File: config.mk
export PLATFORM = sky130hd
export DESIGN_NAME = lpm_ctrl
export DESIGN_NICKNAME = d
export VERILOG_FILES = /design/src/verilog/lpm_ahb_slave.v /design/src/verilog/lpm_ctrl.v /design/src/verilog/lpm_sync2.v
export VERILOG_INCLUDE_DIRS = /design/src /design/src/verilog
export SDC_FILE = /design/constraint.sdc
export NUM_CORES = 1
export LEC_CHECK = 0
export ABC_CLOCK_PERIOD_IN_PS = 2150
export BUFFER_PORTS_ARGS = -buffer_cell sky130_fd_sc_hd__buf_4
export CORE_MARGIN = 4
export CORE_UTILIZATION = 46
export CTS_CLUSTER_DIAMETER = 40
export DETAILED_ROUTE_END_ITERATION = 10
export GPL_TIMING_DRIVEN = 0
export PLACE_DENSITY = 0.76
export SLEW_MARGIN = 30
export SYNTH_ARGS = -nofsm -noshare
export SYNTH_HDL_FRONTEND = slang
export SYNTH_HIERARCHICAL = 1
export SYNTH_SLANG_ARGS = --single-unit
File: constraint.sdc
create_clock -name ref_clk -period 2.15 [get_ports ref_clk]
set_input_delay 0.43 -clock ref_clk [delete_from_list [all_inputs] [get_ports ref_clk]]
set_output_delay 0.43 -clock ref_clk [all_outputs]
set_load 0.03 [all_outputs]
File: src/verilog/lpm_defs.vh
// Purpose: constants for the low power mode controller
// Assumes: ahb-lite word addressing of 8-bit registers
// Notes: register indexes are not word aligned, byte address is 4x index
`ifndef LPM_DEFS_VH
`define LPM_DEFS_VH
`define LPM_IDX_POWER_CONTROL 8'h87
`define LPM_IDX_IDLE_PEND 8'h8e
`define LPM_IDX_STOP_PEND 8'h8f
`define LPM_IDX_CLOCK_CONTROL 8'hc8
`define LPM_ADDR_POWER_CONTROL 12'h21c
`define LPM_ADDR_IDLE_PEND 12'h238
`define LPM_ADDR_STOP_PEND 12'h23c
`define LPM_ADDR_CLOCK_CONTROL 12'h320
`define LPM_BIT_IDLE 0
`define LPM_BIT_STOP 1
`define LPM_BIT_EMUL 2
`define LPM_BIT_SOFT_RESET_REQUEST 5
`define LPM_BIT_SCKSEL 0
`define LPM_RESET_BYTE 8'h00
`define LPM_STOP_OFF_CYCLES 2
`define LPM_RESTORE_CYCLES 2
`define LPM_SOFT_RESET_REQUEST_CYCLES 4
`endif

File: src/verilog/lpm_ahb_slave.v
// Purpose: ahb-lite slave front end, zero wait states
// Assumes: single word transfers only
// Notes: gives one-cycle write strobe in the data phase
`timescale 1ns/10ps
module lpm_ahb_slave (
   // clock and reset
   input wire ref_clk,
   input wire reset,
   // ahb-lite
   input wire hsel,
   input wire [11:0] haddr,
   input wire [1:0] htrans,
   input wire hwrite,
   input wire [2:0] hsize,
   input wire hready,
   output wire hreadyout,
   output wire hresp,
   // register side
   output reg wr_en,
   output reg [11:0] wr_addr,
   output reg rd_en,
   output reg [11:0] rd_addr
);
   wire take;

   assign take = hsel & hready & htrans[1];
   assign hreadyout = 1'b1;
   assign hresp = 1'b0;

   always @(posedge ref_clk) begin
      if (reset) begin
         wr_en <= 1'b0;
         rd_en <= 1'b0;
         wr_addr <= 12'h000;
         rd_addr <= 12'h000;
      end else begin
         wr_en <= take & hwrite;
         rd_en <= take & ~hwrite;
         if (take) begin
            wr_addr <= haddr;
            rd_addr <= haddr;
         end
      end
   end
endmodule

File: src/verilog/lpm_ctrl.v
// Contract
// - idle halts cpu; master clock and enabled peripherals keep running
// - idle request ignored while any idle pending bit is set
// - any reset or interrupt wakes from idle
// - interrupt wake: clock restored first, then cpu serves interrupt
// - idle bit 0 enters idle only if pending zero; clears on exit
// - stop halts all clocks except enabled watchdog or tick oscillators
// - stop bit 1 enters stop only if stop pending is zero
// - stop exits on external, lvd, tick, watchdog, clock monitor, touch
// - stop bit clears itself on stop exit
// - system clock switched off at final edge, then fully stopped
// - soft reset bit 5 generates reset then clears itself
// - read-only bit 2 shows online emulation mode
// - power control at 87h, reset 0, bits 7,6,4,3 unused
// - idle pending status at 8eh, bits 0..6 interrupt groups
// - stop pending status at 8fh, bits 0..6 wake groups
// - clock control bit 0 selects high (0) or low (1) speed rc
// - resets restart cpu at 0; soft reset spares memory control
//
// Purpose: low power mode controller, idle and stop sequencing
// Assumes: pending and wake inputs are levels from other clock logic
// Notes: registers reached over ahb-lite; byte address is 4x index
`timescale 1ns/10ps
`include "lpm_defs.vh"
module lpm_ctrl #(
   parameter STOP_OFF_CYCLES = `LPM_STOP_OFF_CYCLES,
   parameter RESTORE_CYCLES = `LPM_RESTORE_CYCLES,
   parameter SOFT_RESET_REQUEST_CYCLES = `LPM_SOFT_RESET_REQUEST_CYCLES
) (
   // clock and reset
   input wire ref_clk,
   input wire reset,
   // ahb-lite
   input wire hsel,
   input wire [11:0] haddr,
   input wire [1:0] htrans,
   input wire hwrite,
   input wire [2:0] hsize,
   input wire [31:0] hwdata,
   input wire hready,
   output wire hreadyout,
   output wire hresp,
   output reg [31:0] hrdata,
   // interrupt and wake sources
   input wire [6:0] idle_pend_in,
   input wire [6:0] stop_wake_in,
   input wire clk_mon_wake,
   input wire any_irq,
   input wire any_reset_event,
   input wire emul_mode_in,
   input wire wdt_enabled,
   input wire tick_enabled,
   // core and clock generator controls
   output reg cpu_halt,
   output reg sys_clk_en,
   output reg osc_gen_en,
   output reg keep_tick_osc,
   output reg irq_grant,
   output reg soft_reset_pulse,
   output reg mem_ctrl_reset_hold,
   output reg sys_clk_select
);
   localparam ST_RUN = 3'd0;
   localparam ST_IDLE = 3'd1;
   localparam ST_STOP_OFF = 3'd2;
   localparam ST_STOP = 3'd3;
   localparam ST_RESTORE = 3'd4;

   wire wr_en;
   wire rd_en;
   wire [11:0] wr_addr;
   wire [11:0] rd_addr;
   wire [6:0] idle_pend_s;
   wire [6:0] stop_wake_s;
   wire [3:0] misc_s;
   wire emul_s;
   wire clkmon_s;
   wire irq_s;
   wire rst_ev_s;
   wire pc_wr;
   wire idle_ok;
   wire stop_ok;
   wire stop_wake;
   reg [2:0] state_ff;
   reg [2:0] nxt_state;
   reg idle_bit_ff;
   reg stop_bit_ff;
   reg soft_reset_request_bit_ff;
   reg sck_sel_ff;
   reg [7:0] cnt_ff;
   reg [7:0] nxt_cnt;
   reg [7:0] rd_byte;

   lpm_ahb_slave u_bus (
      .ref_clk(ref_clk),
      .reset(reset),
      .hsel(hsel),
      .haddr(haddr),
      .htrans(htrans),
      .hwrite(hwrite),
      .hsize(hsize),
      .hready(hready),
      .hreadyout(hreadyout),
      .hresp(hresp),
      .wr_en(wr_en),
      .wr_addr(wr_addr),
      .rd_en(rd_en),
      .rd_addr(rd_addr)
   );

   lpm_sync2 #(.WIDTH(18)) u_sync (
      .ref_clk(ref_clk),
      .reset(reset),
      .async_in({idle_pend_in, stop_wake_in, emul_mode_in, clk_mon_wake,
                 any_irq, any_reset_event}),
      .sync_out({idle_pend_s, stop_wake_s, misc_s})
   );
   assign emul_s = misc_s[3];
   assign clkmon_s = misc_s[2];
   assign irq_s = misc_s[1];
   assign rst_ev_s = misc_s[0];

   // ==========================================================
   // entry conditions and stop wake
   assign pc_wr = wr_en & (wr_addr == `LPM_ADDR_POWER_CONTROL);
   assign idle_ok = hwdata[`LPM_BIT_IDLE] & ~(|idle_pend_s);
   assign stop_ok = hwdata[`LPM_BIT_STOP] & ~(|stop_wake_s);
   assign stop_wake = (|stop_wake_s) | clkmon_s | rst_ev_s;

   // ==========================================================
   // mode state machine
   always @* begin
      nxt_state = state_ff;
      nxt_cnt = cnt_ff;
      case (state_ff)
         ST_RUN: begin
            if (pc_wr & stop_ok & ~soft_reset_request_bit_ff) begin
               nxt_state = ST_STOP_OFF;
               nxt_cnt = STOP_OFF_CYCLES[7:0];
            end else if (pc_wr & idle_ok & ~soft_reset_request_bit_ff) begin
               nxt_state = ST_IDLE;
            end
         end
         ST_IDLE: begin
            if (irq_s | rst_ev_s | (|idle_pend_s)) begin
               nxt_state = ST_RESTORE;
               nxt_cnt = RESTORE_CYCLES[7:0];
            end
         end
         ST_STOP_OFF: begin
            if (cnt_ff <= 8'h01) begin
               nxt_state = ST_STOP;
            end else begin
               nxt_cnt = cnt_ff - 8'h01;
            end
         end
         ST_STOP: begin
            if (stop_wake) begin
               nxt_state = ST_RESTORE;
               nxt_cnt = RESTORE_CYCLES[7:0];
            end
         end
         ST_RESTORE: begin
            if (cnt_ff <= 8'h01) begin
               nxt_state = ST_RUN;
            end else begin
               nxt_cnt = cnt_ff - 8'h01;
            end
         end
         default: begin
            nxt_state = ST_RUN;
         end
      endcase
   end

   always @(posedge ref_clk) begin
      if (reset) begin
         state_ff <= ST_RUN;
         cnt_ff <= 8'h00;
      end else if (soft_reset_pulse) begin
         state_ff <= ST_RUN;
         cnt_ff <= 8'h00;
      end else begin
         state_ff <= nxt_state;
         cnt_ff <= nxt_cnt;
      end
   end

   // ==========================================================
   // power control and clock control bits
   always @(posedge ref_clk) begin
      if (reset) begin
         idle_bit_ff <= 1'b0;
         stop_bit_ff <= 1'b0;
         soft_reset_request_bit_ff <= 1'b0;
         sck_sel_ff <= 1'b0;
      end else begin
         if (state_ff == ST_RUN && nxt_state == ST_IDLE) begin
            idle_bit_ff <= 1'b1;
         end else if (state_ff == ST_RESTORE && nxt_state == ST_RUN) begin
            idle_bit_ff <= 1'b0;
         end
         if (state_ff == ST_RUN && nxt_state == ST_STOP_OFF) begin
            stop_bit_ff <= 1'b1;
         end else if (state_ff == ST_RESTORE && nxt_state == ST_RUN) begin
            stop_bit_ff <= 1'b0;
         end
         if (soft_reset_pulse) begin
            soft_reset_request_bit_ff <= 1'b0;
         end else if (pc_wr & hwdata[`LPM_BIT_SOFT_RESET_REQUEST]) begin
            soft_reset_request_bit_ff <= 1'b1;
         end
         if (wr_en && wr_addr == `LPM_ADDR_CLOCK_CONTROL) begin
            sck_sel_ff <= hwdata[`LPM_BIT_SCKSEL];
         end
      end
   end

   // ==========================================================
   // soft reset generator
   always @(posedge ref_clk) begin
      if (reset) begin
         soft_reset_pulse <= 1'b0;
      end else if (soft_reset_pulse) begin
         soft_reset_pulse <= 1'b0;
      end else begin
         soft_reset_pulse <= soft_reset_request_bit_ff;
      end
   end

   // ==========================================================
   // core and clock outputs
   always @(posedge ref_clk) begin
      if (reset) begin
         cpu_halt <= 1'b0;
         sys_clk_en <= 1'b1;
         osc_gen_en <= 1'b1;
         keep_tick_osc <= 1'b0;
         irq_grant <= 1'b0;
         mem_ctrl_reset_hold <= 1'b0;
         sys_clk_select <= 1'b0;
      end else begin
         // idle halts core only, clock stays on
         cpu_halt <= (nxt_state != ST_RUN);
         sys_clk_en <= (nxt_state != ST_STOP);
         osc_gen_en <= (nxt_state != ST_STOP);
         keep_tick_osc <= (nxt_state == ST_STOP) &
                          (wdt_enabled | tick_enabled);
         // interrupt served only after clock restored
         irq_grant <= (state_ff == ST_RESTORE) & (nxt_state == ST_RUN) &
                      irq_s;
         mem_ctrl_reset_hold <= soft_reset_pulse | soft_reset_request_bit_ff;
         sys_clk_select <= sck_sel_ff;
      end
   end

   // ==========================================================
   // read data
   // decoded from the address phase so data stands for the whole data phase
   always @* begin
      case (haddr)
         `LPM_ADDR_POWER_CONTROL:
            rd_byte = {2'b00, soft_reset_request_bit_ff, 2'b00, emul_s, stop_bit_ff,
                       idle_bit_ff};
         `LPM_ADDR_IDLE_PEND: rd_byte = {1'b0, idle_pend_s};
         `LPM_ADDR_STOP_PEND: rd_byte = {1'b0, stop_wake_s};
         `LPM_ADDR_CLOCK_CONTROL: rd_byte = {7'h00, sck_sel_ff};
         default: rd_byte = `LPM_RESET_BYTE;
      endcase
   end

   always @(posedge ref_clk) begin
      if (reset) begin
         hrdata <= 32'h00000000;
      end else if (hsel & hready & htrans[1] & ~hwrite) begin
         hrdata <= {24'h000000, rd_byte};
      end
   end
endmodule

File: src/verilog/lpm_sync2.v
// Purpose: two flip-flop synchroniser for a bus of levels
// Assumes: inputs asynchronous to ref_clk
// Notes: first stage read only by second stage
`timescale 1ns/10ps
module lpm_sync2 #(
   parameter WIDTH = 1
) (
   // clock and reset
   input wire ref_clk,
   input wire reset,
   // data
   input wire [WIDTH-1:0] async_in,
   output reg [WIDTH-1:0] sync_out
);
   reg [WIDTH-1:0] meta_ff;

   always @(posedge ref_clk) begin
      if (reset) begin
         meta_ff <= {WIDTH{1'b0}};
         sync_out <= {WIDTH{1'b0}};
      end else begin
         meta_ff <= async_in;
         sync_out <= meta_ff;
      end
   end
endmodule
======== Yosys cells after proc, flatten, opt, wreduce, memory -nomap -nowiden ========
Cells that the tools add are included.
operators by class
  $add $sub $neg .......................... 1
  order comparisons ....................... 1
  eq/ne operators ......................... 18
  muxes and demuxes ....................... 16
  bitwise operators ....................... 25
  reduce and logical (&&, ||, !) cells .... 15
operators with widths
  cell                    number
  $eq A12 B10 Y1 const B  6
  $mux W8                 4
  $pmux W8 S4             1
  $pmux W7 S4             1
  $mux W3                 6
  $and A1 B1 Y1           15
  $pmux W3 S5             1
  $reduce_or A7 Y1        2
  $eq A3 B2 Y1 const B    4
  $le A8 B1 Y1 const B    1
  $ne A2 B2 Y1 const B    4
  $sub A8 B1 Y8 const B   1
  $eq A3 B1 Y1 const B    2
  $logic_not A3 Y1        2
  $or A1 B1 Y1            6
  $reduce_and A5 Y1       1
  $logic_and A1 B1 Y1     4
  $not A1 Y1              4
  $reduce_bool A2 Y1      2
  $reduce_bool A4 Y1      1
  $reduce_or A2 Y1        2
  $eq A3 B3 Y1 const B    1
  $mux W1                 3
  $ne A3 B2 Y1 const B    1
  $reduce_bool A3 Y1      1
word-level totals
  bits in registers ....................... 79
  input port bits ......................... 74
  output and inout port bits .............. 42
  logic and storage cells ................. 94

======== Logic depth before layout (Yosys ltp) ========
  depth in word-level cells ............... 12
  depth in mapped cells ................... 7
  depth with buffers taken out ............ 7

======== Modules after synthesis ========
Netlist, hierarchy kept.
modules (own cells, without submodules)
  module         instances  cells an instance  area each (um2)
  lpm_ctrl       1          219                1864.3
  lpm_sync2      1          75                 994.7
  lpm_ahb_slave  1          73                 725.7

======== Worst setup path before layout ========
Ideal clock, no wire load.
  kind .................................... reg2reg
  start point ............................. register u_bus/rd_addr[1] (netlist name)
  end point ............................... register osc_gen_en
  data arrival time ....................... 1.843 ns
  required time ........................... 2.023 ns
  path slack .............................. 0.180 ns
  stages on the path, launching flop included .. 7
  buffers on the path ..................... 1
  cell sequence ........................... dfxtp_1 buf_4 or4_4 nand4bb_4 nor4b_4 a31oi_2 or3_1
RTL lines
  what                  RTL line        source
  end signal, assigned  lpm_ctrl.v:246  osc_gen_en <= (nxt_state != ST_STOP);
  end, declared         lpm_ctrl.v:56   output reg osc_gen_en,

==> results.json <==
{
  "status": "completed",
  "grt_first_pass_wirelength_um": 11000,
  "wl_per_cell_um": 11.9,
  "port_buffers": 55,
  "setup_viol": 0,
  "multiInputGateArea_um2": 1650,
  "syn_inst": 365,
  "antenna_cells": 0,
  "p_comb_share_pct": 10.7,
  "switching_share_pct": 24.8,
  "die_w_um": 95.9,
  "cts_sinks": 78,
  "r2r_cells": 6,
  "h-tree-depth": 3,
  "fillCellCount": 682,
  "syn_avg_cell_area_um2": 9.75,
  "ir_drop_v": 0.000481,
  "p_sw_uw": 705,
  "cts-root-buf": "clkbuf_8",
  "cp.arrival_ns": 2.28,
  "pwr_density_cell_nw_per_um2": 649,
  "vias": 2578,
  "finalHoldViolations": 0,
  "slew_headroom_pct": 54.2,
  "holdPathStages": 2,
  "regArea_um2": 1560,
  "dpl_worst_slack_ns": 0.0304,
  "setup_tns_ns": 0,
  "hp-class": "in -> reg",
  "antenna_found_initial": 0,
  "syn_to_final_growth_pct": 23.2,
  "die_area_um2": 9200,
  "grt_max_degree": 25,
  "startpoint_type": "flop",
  "nets": 531,
  "drc": 0,
  "numCtsBuffers": 9,
  "sequentialPowerShare_pct": 52.6,
  "place_congestion": 0.831,
  "grt.total_usage_pct": 15.6,
  "drt_first_pass_iters": 4,
  "vias_per_cell": 4.61,
  "min_period_ns": 2.05,
  "worst_setup_path_end_kind": "flop",
  "ios": 116,
  "drt.antenna.violating_nets": 0,
  "worst_clock_skew_ns": 0.00932,
  "grt_pass1_vias": 2467,
  "path_max_fanout": 4,
  "cts.clk_slew.worst_paths_ns": 0.08,
  "initial_core_util_pct": 48.3,
  "crit_required_ns": 2.38,
  "cts_tree": "built",
  "ff2ff_setup_slack_ns": 0.1,
  "worst_pin_slew_ns": 0.682,
  "rsz0062_at_grt": "no",
  "drt-total-wl_um": 6660,
  "die_h_um": 95.9,
  "slew_violations": 0,
  "clock_path_buffers": 2,
  "synth_warnings": 6,
  "min_period_over_period_pct": 95.5,
  "overflow": 0,
  "row_count": 31,
  "max_freq_mhz": 487,
  "clockPowerShare_pct": 36.6,
  "final.setup.worst_slack_ns": 0.0966,
  "post_cts_buffers": 0,
  "insertion_delay_ns": 0.35,
  "drt-initial-drc-count": 61,
  "cap_violations": 0,
  "core-area_um2": 7370,
  "p_leak_nw": 1.89,
  "crit_type": "reg -> reg",
  "syn-cell-area_um2": 3560,
  "drive_gt1_share_pct": 32.0,
  "hpwl_um": 5220,
  "p_int_mw": 2.14
}
-- metal layers --
metal | up-vias | track usage (%) | wire length, um
li1 | 1353 | - | -
met1 | 1136 | 18.0 | 2780
met2 | 77 | 26.6 | 3240
met3 | 12 | 4.07 | 491
met4 | 0 | 7.35 | 138
met5 | - | 0 | 0
-- cells in the final DEF, fill, tap and decap left out, types with 8 or more instances in the layout --
cell type and n:
conb_1 27, clkbuf_8 11, buf_4 95, nand2_1 21, mux2i_1 14, nand3_1 11, nor2b_1 33, dfxtp_1 78
nand2b_1 28, nor3_1 8, nor2_1 22
-- through the flow --
| step | cell area [um^2] | hold WS (ns) | util, % | instances | total power, mW |
|---|---|---|---|---|---|
| final | 4380 | 0.289 | 59.5 | 559 | 2.84 |
| after global routing | 4380 | 0.281 | 59.5 | 559 | 2.96 |
| after CTS | 4380 | 0.274 | 59.4 | 559 | 2.87 |
| after detailed placement | 4180 | 0.421 | 56.8 | 543 | 1.83 |
| after global placement | 4180 | 0.422 | 56.8 | 543 | 1.83 |
| after floorplan | 3650 | 0.414 | - | 389 | 1.74 |
-- state kept, by name, summed over array words and instances, names as in the netlist --
signal                     flops
u_sync/meta_ff                18
u_sync/sync_out               18
u_bus/rd_addr                 12
cnt_ff                         8
hrdata                         7
state_ff                       3
cpu_halt                       1
idle_bit_ff                    1
irq_grant                      1
keep_tick_osc                  1
mem_ctrl_reset_hold            1
osc_gen_en                     1
sck_sel_ff                     1
soft_reset_pulse               1
soft_reset_request_bit_ff      1
stop_bit_ff                    1
sys_clk_select                 1
u_bus/wr_en                    1
-- worst max-delay path, stage by stage, from the launching register on --
cell	delay [ns]
dfxtp_1	0.32
buf_4	0.12
or4_4	0.55
nand4bb_4	0.26
nor4b_4	0.27
a31oi_2	0.10
or3_1	0.32
-- power by group through the flow --
stage	sequential, mW	combinational (mW)	clock, mW
4_1_cts	1.50	0.305	1.07
3_5_place_dp	1.53	0.304	0
6_report	1.50	0.306	1.04
2_1_floorplan	1.53	0.215	0
3_3_place_gp	1.53	0.300	0
5_1_grt	1.50	0.332	1.12
-- final timing paths --
check	startpoint	end
max	u_bus/rd_addr[1]	osc_gen_en
min reg2reg	u_sync/meta_ff[11]	u_sync/sync_out[11]
max reg2reg	u_bus/rd_addr[1]	osc_gen_en
min	stop_wake_in[4]	u_sync/meta_ff[8]
-- cell type report --
| class | count | area share (%) |
|---|---|---|
| multi-input cells | 254 | 37.7 |
| clock inverters | 4 | 0.857 |
| clock buffers | 12 | 3.54 |
| repair buffers | 55 | 9.42 |
| plain buffers | 53 | 9.39 |
| well taps | 99 | 2.83 |
| flip-flops and latches | 78 | 35.6 |
| inverters | 4 | 0.657 |
-- what timing repair did --
item,4_1_cts,5_1_grt
endpoints found under the setup margin,0,6
hold buffers,0,0
resized for setup,0,1
(Power assumes the default switching activity.)
